`src/rtl/gcrp_pkg.sv`:
```
// Constants and carrier types for the rate sensor command/response port
package gcrp_pkg;
	// Timing
	localparam int CLK_NS = 4;
	localparam int GAP_NS = 100; // 0.1 us between frames
	localparam int GAP_CYC = (GAP_NS + CLK_NS - 1) / CLK_NS;
	localparam logic [5:0] FRAME_BITS = 6'h20;
	// Synchroniser lanes
	localparam int PIN_SCK = 2;
	localparam int PIN_CSN = 1;
	localparam int PIN_DIN = 0;
	localparam logic [2:0] PIN_RST = 3'h2;
	// Command fields
	localparam int CMD_SENSOR_BIT = 29;
	localparam int CMD_INJ_BIT = 1;
	localparam logic [1:0] OP_READ = 2'h2;
	localparam logic [1:0] OP_WRITE = 2'h1;
	// Register map
	localparam logic [8:0] ADDR_SCR_LO = 9'h000;
	localparam logic [8:0] ADDR_SCR_HI = 9'h002;
	localparam logic [8:0] ADDR_FAULT = 9'h00a;
	localparam int SCR_BYTES = 4;
	// Response words and fields
	localparam logic [31:0] FIRST_WORD = 32'h0000_0001;
	localparam logic [2:0] HDR_READ = 3'h2;
	localparam logic [2:0] HDR_WRITE = 3'h1;
	localparam logic [2:0] HDR_ERR = 3'h0;
	localparam logic [3:0] RSP_FIX = 4'he;
	localparam logic [2:0] MOD_SEL = 3'h0;
	localparam logic [1:0] KIND_INVALID = 2'h0;
	localparam logic [1:0] KIND_VALID = 2'h1;
	localparam logic [1:0] KIND_SELF = 2'h2;
	localparam logic [1:0] KIND_RW = 2'h3;
	localparam int PRI_RAIL = 3;
	localparam int SEC_GROSS = 7;
	localparam logic [7:0] ALARM_RST = 8'h00;

	typedef enum logic [1:0] {
		CK_SENSOR = 2'b00,
		CK_READ = 2'b01,
		CK_WRITE = 2'b10,
		CK_BAD = 2'b11
	} gcrp_kind_t;

	typedef enum logic {
		FS_IDLE = 1'b0,
		FS_FRAME = 1'b1
	} gcrp_state_t;

	typedef struct packed {
		logic lock_loss_fault;
		logic quad_fault;
		logic rom_checksum_fault;
		logic init_fault;
		logic high_rail_fault;
		logic low_rail_fault;
		logic self_test_drift;
		logic resonance_level_fault;
		logic self_test_gross;
	} gcrp_det_t;

	typedef struct packed {
		gcrp_kind_t kind;
		logic [2:0] tag;
		logic [8:0] addr;
		logic [15:0] data;
		logic spi_err;
		logic req_err;
	} gcrp_cmd_t;
endpackage : gcrp_pkg

```
`src/rtl/gcrp_port.sv`:
```
// Command/response serial port of the rate sensor
`timescale 1ns/1ps
// Functional notes
// - Echo request frame tag in sensor data response
// - Module select bits always return zero
// - Address ignored for sensor data requests
// - Read returns addressed and next register
// - Write echoes the stored value
// - Bad bit count or parity flags framing
// - Errors force read/write error format
// - Bad command or register flags illegal
// - Short inter-frame gap may flag no data
// - Response kind codes 00/01/10/11
// - Gross self-test or lock loss gives 00
// - Upper half response has odd parity
// - Whole response word has odd parity
// - Fault flags sticky until read
// - Persisting fault sets flag again immediately
// - Primary alarms appended to sensor responses
// - Address 0x0a reads both alarm registers
// - Gross breakdown flag tracks kind 00
// - Rail fault from high or low rail
// - Self-test fault from self-test or resonance
// - Answer comes in the next frame
// - First exchange sends fixed word 0x00000001
// - Fault inject gives kind 10, all faults
module gcrp_port #(
	parameter int GAP_CYCLES = gcrp_pkg::GAP_CYC
) (
	input wire logic clk,
	input wire logic reset_n,
	input wire logic sclk,
	input wire logic cs_n,
	input wire logic mosi,
	output logic miso,
	output logic miso_oe_n,
	input wire logic [15:0] rate_data,
	input wire gcrp_pkg::gcrp_det_t det
);
	if (GAP_CYCLES < 1 || GAP_CYCLES > 255) begin : g_gap_range
		$error("GAP_CYCLES out of range");
	end

	logic [2:0] s1_ff, s2_ff, s3_ff, pin_ff, prev_ff;
	logic sck_rise, sck_fall, cs_fall, cs_rise;
	gcrp_pkg::gcrp_state_t state_ff;
	logic [31:0] rx_ff, tx_ff, resp_word;
	logic [5:0] cnt_ff;
	logic [7:0] gap_ff;
	logic first_ff, inject_ff, short_gap, err_fmt, fault_clr, wr_ok;
	gcrp_pkg::gcrp_cmd_t pend_ff, nxt_cmd;
	logic [7:0] scr_ff [gcrp_pkg::SCR_BYTES];
	logic [7:0] pri_ff, sec_ff, pri_cond, sec_cond;
	logic [15:0] rd_word;
	logic lock_c, hi_c, lo_c, res_c, gross_c;

	// Three-stage pin sampling; change accepted when stages two and three agree
	always_ff @(posedge clk or negedge reset_n) begin
		if (!reset_n) begin
			s1_ff <= gcrp_pkg::PIN_RST;
			s2_ff <= gcrp_pkg::PIN_RST;
			s3_ff <= gcrp_pkg::PIN_RST;
			pin_ff <= gcrp_pkg::PIN_RST;
			prev_ff <= gcrp_pkg::PIN_RST;
		end else begin
			s1_ff <= {sclk, cs_n, mosi};
			s2_ff <= s1_ff;
			s3_ff <= s2_ff;
			pin_ff <= (s3_ff & ~(s2_ff ^ s3_ff)) | (pin_ff & (s2_ff ^ s3_ff));
			prev_ff <= pin_ff;
		end
	end

	assign sck_rise = pin_ff[gcrp_pkg::PIN_SCK] & ~prev_ff[gcrp_pkg::PIN_SCK];
	assign sck_fall = ~pin_ff[gcrp_pkg::PIN_SCK] & prev_ff[gcrp_pkg::PIN_SCK];
	assign cs_fall = ~pin_ff[gcrp_pkg::PIN_CSN] & prev_ff[gcrp_pkg::PIN_CSN];
	assign cs_rise = pin_ff[gcrp_pkg::PIN_CSN] & ~prev_ff[gcrp_pkg::PIN_CSN];

	// Frame state
	always_ff @(posedge clk or negedge reset_n) begin
		if (!reset_n) begin
			state_ff <= gcrp_pkg::FS_IDLE;
		end else begin
			case (state_ff)
				gcrp_pkg::FS_IDLE: if (cs_fall) state_ff <= gcrp_pkg::FS_FRAME;
				gcrp_pkg::FS_FRAME: if (cs_rise) state_ff <= gcrp_pkg::FS_IDLE;
				default: state_ff <= gcrp_pkg::FS_IDLE;
			endcase
		end
	end

	// Receive on rising clock, MSB first, counting bits
	always_ff @(posedge clk or negedge reset_n) begin
		if (!reset_n) begin
			rx_ff <= '0;
			cnt_ff <= '0;
		end else if (cs_fall) begin
			cnt_ff <= '0;
		end else if (sck_rise && state_ff == gcrp_pkg::FS_FRAME) begin
			rx_ff <= {rx_ff[30:0], pin_ff[gcrp_pkg::PIN_DIN]};
			if (cnt_ff != 6'h3f) cnt_ff <= cnt_ff + 6'h01;
		end
	end

	// Inter-frame gap timer
	always_ff @(posedge clk or negedge reset_n) begin
		if (!reset_n) begin
			gap_ff <= 8'hff;
		end else if (cs_rise) begin
			gap_ff <= 8'h01;
		end else if (state_ff == gcrp_pkg::FS_IDLE && gap_ff != 8'hff) begin
			gap_ff <= gap_ff + 8'h01;
		end
	end
	assign short_gap = gap_ff < 8'(GAP_CYCLES);

	// Command decode at frame end
	always_comb begin
		nxt_cmd.tag = {rx_ff[28], rx_ff[31], rx_ff[30]};
		nxt_cmd.addr = rx_ff[25:17];
		nxt_cmd.data = rx_ff[16:1];
		nxt_cmd.spi_err = (cnt_ff != gcrp_pkg::FRAME_BITS) || !(^rx_ff);
		if (rx_ff[gcrp_pkg::CMD_SENSOR_BIT]) nxt_cmd.kind = gcrp_pkg::CK_SENSOR;
		else if (rx_ff[31:30] == gcrp_pkg::OP_READ) nxt_cmd.kind = gcrp_pkg::CK_READ;
		else if (rx_ff[31:30] == gcrp_pkg::OP_WRITE) nxt_cmd.kind = gcrp_pkg::CK_WRITE;
		else nxt_cmd.kind = gcrp_pkg::CK_BAD;
		// Sensor requests never look at the address
		case (nxt_cmd.kind)
			gcrp_pkg::CK_SENSOR: nxt_cmd.req_err = 1'b0;
			gcrp_pkg::CK_READ: nxt_cmd.req_err = !(nxt_cmd.addr == gcrp_pkg::ADDR_SCR_LO ||
				nxt_cmd.addr == gcrp_pkg::ADDR_SCR_HI || nxt_cmd.addr == gcrp_pkg::ADDR_FAULT);
			gcrp_pkg::CK_WRITE: nxt_cmd.req_err = !(nxt_cmd.addr == gcrp_pkg::ADDR_SCR_LO ||
				nxt_cmd.addr == gcrp_pkg::ADDR_SCR_HI);
			default: nxt_cmd.req_err = 1'b1;
		endcase
	end

	// Pending command and fault inject latch; answered next frame
	always_ff @(posedge clk or negedge reset_n) begin
		if (!reset_n) begin
			pend_ff <= '0;
			inject_ff <= 1'b0;
		end else if (cs_rise) begin
			pend_ff <= nxt_cmd;
			if (nxt_cmd.kind == gcrp_pkg::CK_SENSOR && !nxt_cmd.spi_err)
				inject_ff <= rx_ff[gcrp_pkg::CMD_INJ_BIT];
		end
	end

	// Writable scratch bytes, written as a pair
	assign wr_ok = cs_rise && nxt_cmd.kind == gcrp_pkg::CK_WRITE && !nxt_cmd.spi_err &&
		!nxt_cmd.req_err;
	for (genvar i = 0; i < gcrp_pkg::SCR_BYTES; i++) begin : g_scr
		always_ff @(posedge clk or negedge reset_n) begin
			if (!reset_n) begin
				scr_ff[i] <= '0;
			end else if (wr_ok && nxt_cmd.addr[1] == 1'(i / 2)) begin
				scr_ff[i] <= (i % 2 == 1) ? nxt_cmd.data[7:0] : nxt_cmd.data[15:8];
			end
		end
	end

	// Addressed register and the next one; stored value for write echo
	assign rd_word = (pend_ff.addr == gcrp_pkg::ADDR_FAULT) ? {sec_ff, pri_ff} :
		{scr_ff[{pend_ff.addr[1], 1'b0}], scr_ff[{pend_ff.addr[1], 1'b1}]};

	// Fault conditions, forced while injecting
	assign lock_c = det.lock_loss_fault | inject_ff;
	assign hi_c = det.high_rail_fault | inject_ff;
	assign lo_c = det.low_rail_fault | inject_ff;
	assign res_c = det.resonance_level_fault | inject_ff;
	assign gross_c = det.self_test_gross | lock_c;
	assign pri_cond = {lock_c, det.quad_fault | inject_ff, det.rom_checksum_fault | inject_ff,
		det.init_fault | inject_ff, hi_c | lo_c, det.self_test_drift | res_c, inject_ff,
		1'b0};
	assign sec_cond = {gross_c, res_c, hi_c, lo_c, 4'h0};
	assign fault_clr = cs_fall && !first_ff && pend_ff.kind == gcrp_pkg::CK_READ &&
		!err_fmt && pend_ff.addr == gcrp_pkg::ADDR_FAULT;

	// Sticky alarms; clear on read, a live condition wins
	always_ff @(posedge clk or negedge reset_n) begin
		if (!reset_n) begin
			pri_ff <= gcrp_pkg::ALARM_RST;
			sec_ff <= gcrp_pkg::ALARM_RST;
		end else begin
			pri_ff <= (pri_ff & ~{8{fault_clr}}) | pri_cond;
			sec_ff <= (sec_ff & ~{8{fault_clr}}) | sec_cond;
		end
	end

	// Response build from the command latched at the end of the previous frame
	assign err_fmt = pend_ff.spi_err || pend_ff.req_err || short_gap;
	always_comb begin
		if (err_fmt) begin
			resp_word = {gcrp_pkg::HDR_ERR, 1'b0, gcrp_pkg::RSP_FIX, gcrp_pkg::MOD_SEL, 2'b00,
				pend_ff.spi_err, pend_ff.req_err, short_gap, 8'h00, pri_ff[7:1], 1'b0};
		end else if (pend_ff.kind == gcrp_pkg::CK_SENSOR) begin
			resp_word = {pend_ff.tag, 1'b0,
				inject_ff ? gcrp_pkg::KIND_SELF :
				(det.self_test_gross | det.lock_loss_fault) ? gcrp_pkg::KIND_INVALID :
				gcrp_pkg::KIND_VALID, rate_data, 2'b00, pri_ff[7:1], 1'b0};
		end else begin
			resp_word = {pend_ff.kind == gcrp_pkg::CK_READ ? gcrp_pkg::HDR_READ :
				gcrp_pkg::HDR_WRITE, 1'b0, gcrp_pkg::RSP_FIX, gcrp_pkg::MOD_SEL,
				rd_word, 5'h00};
		end
		resp_word[28] = ~^{resp_word[31:29], resp_word[27:16]};
		resp_word[0] = ~^resp_word[31:1];
	end

	// Transmit: load at frame start, shift on falling clock
	always_ff @(posedge clk or negedge reset_n) begin
		if (!reset_n) begin
			tx_ff <= '0;
			first_ff <= 1'b1;
		end else if (cs_fall) begin
			tx_ff <= first_ff ? gcrp_pkg::FIRST_WORD : resp_word;
			first_ff <= 1'b0;
		end else if (sck_fall && state_ff == gcrp_pkg::FS_FRAME) begin
			tx_ff <= {tx_ff[30:0], 1'b0};
		end
	end
	assign miso = tx_ff[31];
	assign miso_oe_n = state_ff != gcrp_pkg::FS_FRAME;
endmodule : gcrp_port

```
`config.mk`:
```
export PLATFORM = sky130hd
export DESIGN_NAME = gcrp_port
export DESIGN_NICKNAME = d
export VERILOG_FILES = /design/src/rtl/gcrp_pkg.sv /design/src/rtl/gcrp_port.sv
export SDC_FILE = /design/constraint.sdc
export NUM_CORES = 1
export LEC_CHECK = 0
export BUFFER_PORTS_ARGS = -buffer_cell sky130_fd_sc_hd__buf_2
export CAP_MARGIN = 15
export CORE_ASPECT_RATIO = 1.25
export CORE_MARGIN = 4
export CORE_UTILIZATION = 56
export DETAILED_ROUTE_END_ITERATION = 12
export PLACE_DENSITY = 0.76
export REMOVE_ABC_BUFFERS = 1
export SLEW_MARGIN = 20
export SYNTH_ARGS = -nofsm -noshare
export SYNTH_HDL_FRONTEND = slang
export SYNTH_SLANG_ARGS = --single-unit
```
`constraint.sdc`:
```
create_clock -name clk -period 2.66 [get_ports clk]
set_input_delay 0.532 -clock clk [delete_from_list [all_inputs] [get_ports clk]]
set_output_delay 0.532 -clock clk [all_outputs]
set_load 0.01 [all_outputs]
```
After elaboration in Yosys (flattened, before gate mapping) --
Cells that the tools add are included.
Storage, ports and cells: register bits after elaboration 160, output and inout port bits 2, word-level logic and storage cells 138
Cells by class: add/sub/neg operators 2, order comparisons 3, equal/unequal tests 11, muxes and demuxes 27, bitwise logic cells 34, reduce and logical (&&, ||, !) cells 38
Operators with widths (count):
- $mux 32 | 5
- $mux 8 | 6
- $bmux 8 s2 | 2
- $reduce_xor 32->1 | 1
- $reduce_xnor 31->1 | 1
- $eq 9x4->1 const B | 2
- $mux 6 | 3
- $and 8x8->8 | 2
- $mux 16 | 1
- $or 8x8->8 | 2
- $reduce_xnor 15->1 | 1
- $logic_and 1x1->1 | 13
- $ne 6x6->1 const B | 2
- $or 1x1->1 | 11
- $eq 9x2->1 const B | 1
- $logic_not 9->1 | 1
- $add 8x1->8 const B | 1
- $lt 8x5->1 const B | 1
- $mux 2 | 4
- $ne 8x8->1 const B | 1
- $not 8->8 | 1
- $reduce_bool 2->1 | 4
- $logic_not 1->1 | 7
- $not 1->1 | 7
- 16 further kinds | 35

Logic depth before layout (Yosys ltp) --
word-level depth 11, mapped depth 14, mapped depth without buffers 11

Worst setup path after synthesis --
OpenSTA, ideal clock, no wires.
path kind reg-to-reg, from register pend_ff[23] in the netlist's numbering, to register tx_ff[0], library setup time 0.127 ns, arrival time 2.614 ns, required time 2.533 ns, setup slack -0.082 ns, stages on the path, launching flop included 12, period minus slack after synthesis 2.742 ns, cell sequence dfrtp_1 -> or3_1 -> buf_2 -> or3_1 -> buf_2 -> a21oi_1 -> mux2i_1 -> xnor3_1 -> or4_1 -> o211ai_2 -> nor2_1 -> nand3b_1
Between the ends: cells in the longest elaborated chain, start to end 8
Ends and longest elaborated chain:
- start: declaration | line gcrp_port.sv:51 | gcrp_pkg::gcrp_cmd_t pend_ff, nxt_cmd;
- start signal: assignment | line gcrp_port.sv:144 | pend_ff <= nxt_cmd;
- $eq 9x4->1 * | line gcrp_port.sv:164 | assign rd_word = (pend_ff.addr == gcrp_pkg::ADDR_FAULT) ? {sec_ff, pri_ff} :
- $mux 16 * | line gcrp_port.sv:164
- $mux 32 * | line gcrp_port.sv:197 | end else if (pend_ff.kind == gcrp_pkg::CK_SENSOR) begin
- $mux 32 * | line gcrp_port.sv:194 | if (err_fmt) begin
- $reduce_xnor 15->1 | line gcrp_port.sv:207 | resp_word[28] = ~^{resp_word[31:29], resp_word[27:16]};
- $reduce_xnor 31->1 * | line gcrp_port.sv:208 | resp_word[0] = ~^resp_word[31:1];
- $mux 32 * | line gcrp_port.sv:217 | tx_ff <= first_ff ? gcrp_pkg::FIRST_WORD : resp_word;
- $mux 32 * | line gcrp_port.sv:216 | end else if (cs_fall) begin
- end signal: assignment | line gcrp_port.sv:217
- end signal: assignment | line gcrp_port.sv:220 | tx_ff <= {tx_ff[30:0], 1'b0};
- end: declaration | line gcrp_port.sv:47 | logic [31:0] rx_ff, tx_ff, resp_word;
Every way passes the cells marked *; elsewhere a longest branch is shown, timed or not. A chain may end at the register's enable or synchronous reset.

Worst setup path after layout --
Ends and elaborated chain as after synthesis.

==> summary.md <==
| Metric | Value |
|---|---|
| Number of vias per cell | `5.81` |
| Commonest cells after routing, fill and taps aside | `dfrtp_1, nor2_1, nand2_1, buf_4, mux2_2` |
| Final critical delay including setup and external delays | `2.80 ns` |
| All-Layer GR Usage | `23.2%` |
| Gate count of the mapped netlist | `686` |
| Detailed-route wire length | `17400 µm` |
| Remaining antenna violation count after routing | `0` |
| Count of endpoints failing setup in the final report | `9` |
| Multi-input gate area | `3470 µm²` |
| Final RePlAce weighted congestion | `0.901` |
| Mean area per synthesized cell | `10.9 µm²` |
| Critical Path End Type | `register` |
| Area added between synthesis and finish | `20.0%` |
| Pin count of the biggest net entering global routing | `57` |
| Final Skew | `0.00612 ns` |
| Floorplan die area | `15300 µm²` |
| Worst Path Arrival | `3.11 ns` |
| Relative max-transition margin | `51.9%` |
| I/O Pins | `32` |
| Critical Path Start Type | `register` |
| Fraction of synthesis flops using an asynchronous set or reset pin | `100%` |
| Number of synthesized register bits | `159` |
| Number of hold violations in the final report | `0` |
| Number of antenna cells inserted | `0` |
| Share of cell area taken by muxes after synthesis | `12.4%` |
| Total CTS buffers | `17` |
| Setup slack at placement | `-0.127 ns` |
| Lkg Pwr | `4.10 nW` |
| Worst-Margin Slew | `0.721 ns` |
| Fin worst setup slack | `-0.139 ns` |
| Share of synthesized cell area in and, or, nand and nor gates | `12.8%` |
| Count of unique library cells instantiated by Yosys | `52` |
| VDD IR-drop max | `401 µV` |
| Count of H-tree levels built during CTS | `4` |
| Netlist area before placement | `7490 µm²` |
| First-pass iteration count of the detailed router | `5` |
| Deepest clock path buffer count | `2` |
| Critical register-to-register path endpoint | `tx_ff[0]` |
| Effective utilization at floorplan | `56.9%` |
| Die height | `137 µm` |
| Number of enable flip-flop cells after synthesis | `0` |
| Commonest register cell after synthesis | `dfrtp_1` |
| Register-to-Register Setup Slack | `-0.14 ns` |
| Ratio of cells with drive above 1 in the final layout | `29.2%` |
| # fillers | `962` |
| Synth Area in Compound Gates | `9.87%` |
| Worst R2R Start | `pend_ff[23]` |
| Adder and majority gate portion of the synthesized area | `1.40%` |
| Root buffer selected by CTS | `clkbuf_16` |
| Port buffer count | `31` |
| Maximum operating frequency | `0.357 GHz` |
| Final worst-path cycle share | `105%` |
| Synthesized-area fraction occupied by xor and xnor cells | `7.61%` |
| Required time at the worst-slack endpoint | `2.97 ns` |
| Failing checks | `setup timing` |
| P per Cell Area | `742 nW/µm²` |
| Max-slew violation count | `0` |
| Via total after detailed routing | `5496` |
| Register cell area after layout | `4000 µm²` |
| Via count of the first global-routing pass | `5708` |
| RSZ-0062 raised after global routing | `yes` |
| Number of rows created at floorplan | `47` |
| X dimension of the die | `111 µm` |
| Result of the run | `complete, but fails checks` |
| Setup TNS | `-0.259 ns` |
| Sequential cell area fraction in the yosys report | `53.3%` |
| Worst Reg2Reg Path Length in Cells | `10` |
| Clk Latency, worst-skew pair | `0.43 ns` |
| Clock tree from TritonCTS | `built` |
| Dominant combinational cell family by area after synthesis | `simple AND/OR/NAND/NOR gates` |
| Wire length of the first global-routing pass | `28200 µm` |
| Ys Warns | `0` |
| Placed wire-length estimate | `11900 µm` |
| Crit path max fanout | `6` |
| Number of antenna violations at the first check in global routing | `0` |
| Worst setup path category | `register to register` |
| Placeable core region | `13200 µm²` |
| Initial DRC Count | `476` |
| Min-Delay Path Class | `input port to async pin` |
| DRC Markers | `0` |
| Total number of clock tree sinks | `159` |
| Sum of overflow across all layers after global routing | `0` |
| Max-cap violation count | `0` |
| # nets final | `798` |
| Routed wire per std cell | `18.4 µm` |
| Clock-pin transition on the worst setup and hold timing paths | `0.06 ns` |
| Most common cell after layout, fill and taps aside | `dfrtp_1` |
critical path: stages (launching register included):
cell	delay, ns
dfrtp_1	0.38
or3_4	0.39
buf_4	0.17
o31ai_2	0.19
a22oi_2	0.11
xor2_1	0.23
xnor3_1	0.46
or4_1	0.43
o211ai_2	0.10
nor2_1	0.07
nand3b_1	0.15
sequential cells by signal (all words and copies together) (netlist names), named ones only:
name,count
rx_ff,32
scr_ff,32
tx_ff,32
pend_ff,16
gap_ff,8
pri_ff,8
sec_ff,8
cnt_ff,6
s1_ff,3
s2_ff,3
s3_ff,3
prev_ff,2
first_ff,1
inject_ff,1
state_ff,1
stage by stage:
step	area [µm²]	std cells	total power [mW]	utilization [%]	hold WS (ns)
after floorplan	7340	653	3.80	-	0.236
after detailed placement	8200	910	4.24	62.2	0.336
final	8990	946	6.67	68.3	0.0759
after CTS	8830	944	6.68	67.0	0.0832
after global placement	8200	910	4.17	62.2	0.333
after global routing	8990	946	6.98	68.3	0.107
power breakdown:
part	internal [mW]	total (mW)	switching, mW
logic	0.587	1.24	0.655
registers	2.76	3.01	0.250
clock network	1.40	2.42	1.02
routing by layer:
layer	global-route usage, %	vias up	part of all wire [%]
met5	0	-	0
met4	8.72	0	2.5
met3	5.49	45	4.1
met2	40.6	121	52
met1	28.2	2782	41
li1	-	2548	-
area by class of cell:
| cell class | instances | share of cell area (%) |
|---|---|---|
| Clock buffer | 18 | 4.77 |
| Sequential cell | 159 | 44.4 |
| Inverter | 11 | 0.459 |
| Clock inverter | 14 | 1.75 |
| Tap cell | 171 | 2.38 |
| Multi-Input combinational cell | 483 | 38.6 |
| Timing Repair Buffer | 90 | 7.61 |
synth_stat cells, types with 2 or more instances:
library cell	instances	area [µm²]
o21ai_0	25	125
o21a_1	2	15.0
a2111o_1	2	22.5
o31ai_1	3	22.5
nand3b_1	3	22.5
o211ai_1	2	15.0
nor2_1	83	312
nor2b_1	4	25.0
nor3_1	8	40.0
nand2b_1	2	12.5
or4_1	2	15.0
a22oi_1	3	22.5
o211ai_2	2	25.0
xor2_1	17	149
a32oi_1	2	17.5
xnor2_1	43	377
dfstp_2	14	368
dfrtp_1	145	3630
o21bai_1	2	15.0
clkbuf_1	24	90.1
a211o_1	7	61.3
o21ai_1	5	25.0
maj3_1	3	30.0
or2_2	2	12.5
nor4_1	7	43.8
mux2_2	65	732
a221oi_1	18	158
buf_2	4	20.0
ha_1	6	75.1
nand4_1	6	37.5
and3_1	2	12.5
nand3_1	5	25.0
mux2i_1	20	200
buf_6	2	22.5
inv_1	11	41.3
and2_1	6	37.5
a21oi_1	32	160
a31oi_1	3	18.8
xnor3_1	2	45.0
or3_1	8	50.1
nand2_1	73	274
what timing repair did:
| item | 4_1_cts | 5_1_grt |
|---|---|---|
| gates cloned | 0 | 1 |
| endpoints found under the setup margin | 5 | 38 |
| setup buffers | 2 | 1 |
| gates resized for setup | 8 | 31 |
| hold endpoints to repair | 0 | 0 |
| hold buffers | 0 | 0 |
| pin swaps | 0 | 3 |
cells by family (layout without fill, tap and decap cells):
| logic type | after synthesis | count (layout) |
|---|---|---|
| XOR/XNOR | 62 | 62 |
| adder cells (fa/ha/maj) | 9 | 9 |
| buffers and inverters | 44 | 133 |
| AND/OR/NAND/NOR | 215 | 215 |
| flip-flops | 159 | 159 |
| AO/OA/AOI/OAI | 112 | 112 |
| multiplexers | 85 | 85 |
worst max path at each step:
stage / slack, ns / depth (start not counted) / to / from
after CTS: -0.02 / 10 / tx_ff[0] / pend_ff[23]
after floorplan: -0.59 / 9 / tx_ff[0] / pend_ff[19]
after global placement: -0.02 / 10 / tx_ff[0] / pend_ff[24]
after detailed placement: -0.13 / 10 / tx_ff[0] / pend_ff[24]
after global routing: -0.24 / 10 / tx_ff[0] / pend_ff[19]
final: -0.14 / 10 / tx_ff[0] / pend_ff[23]
(Power assumes the default switching activity.)
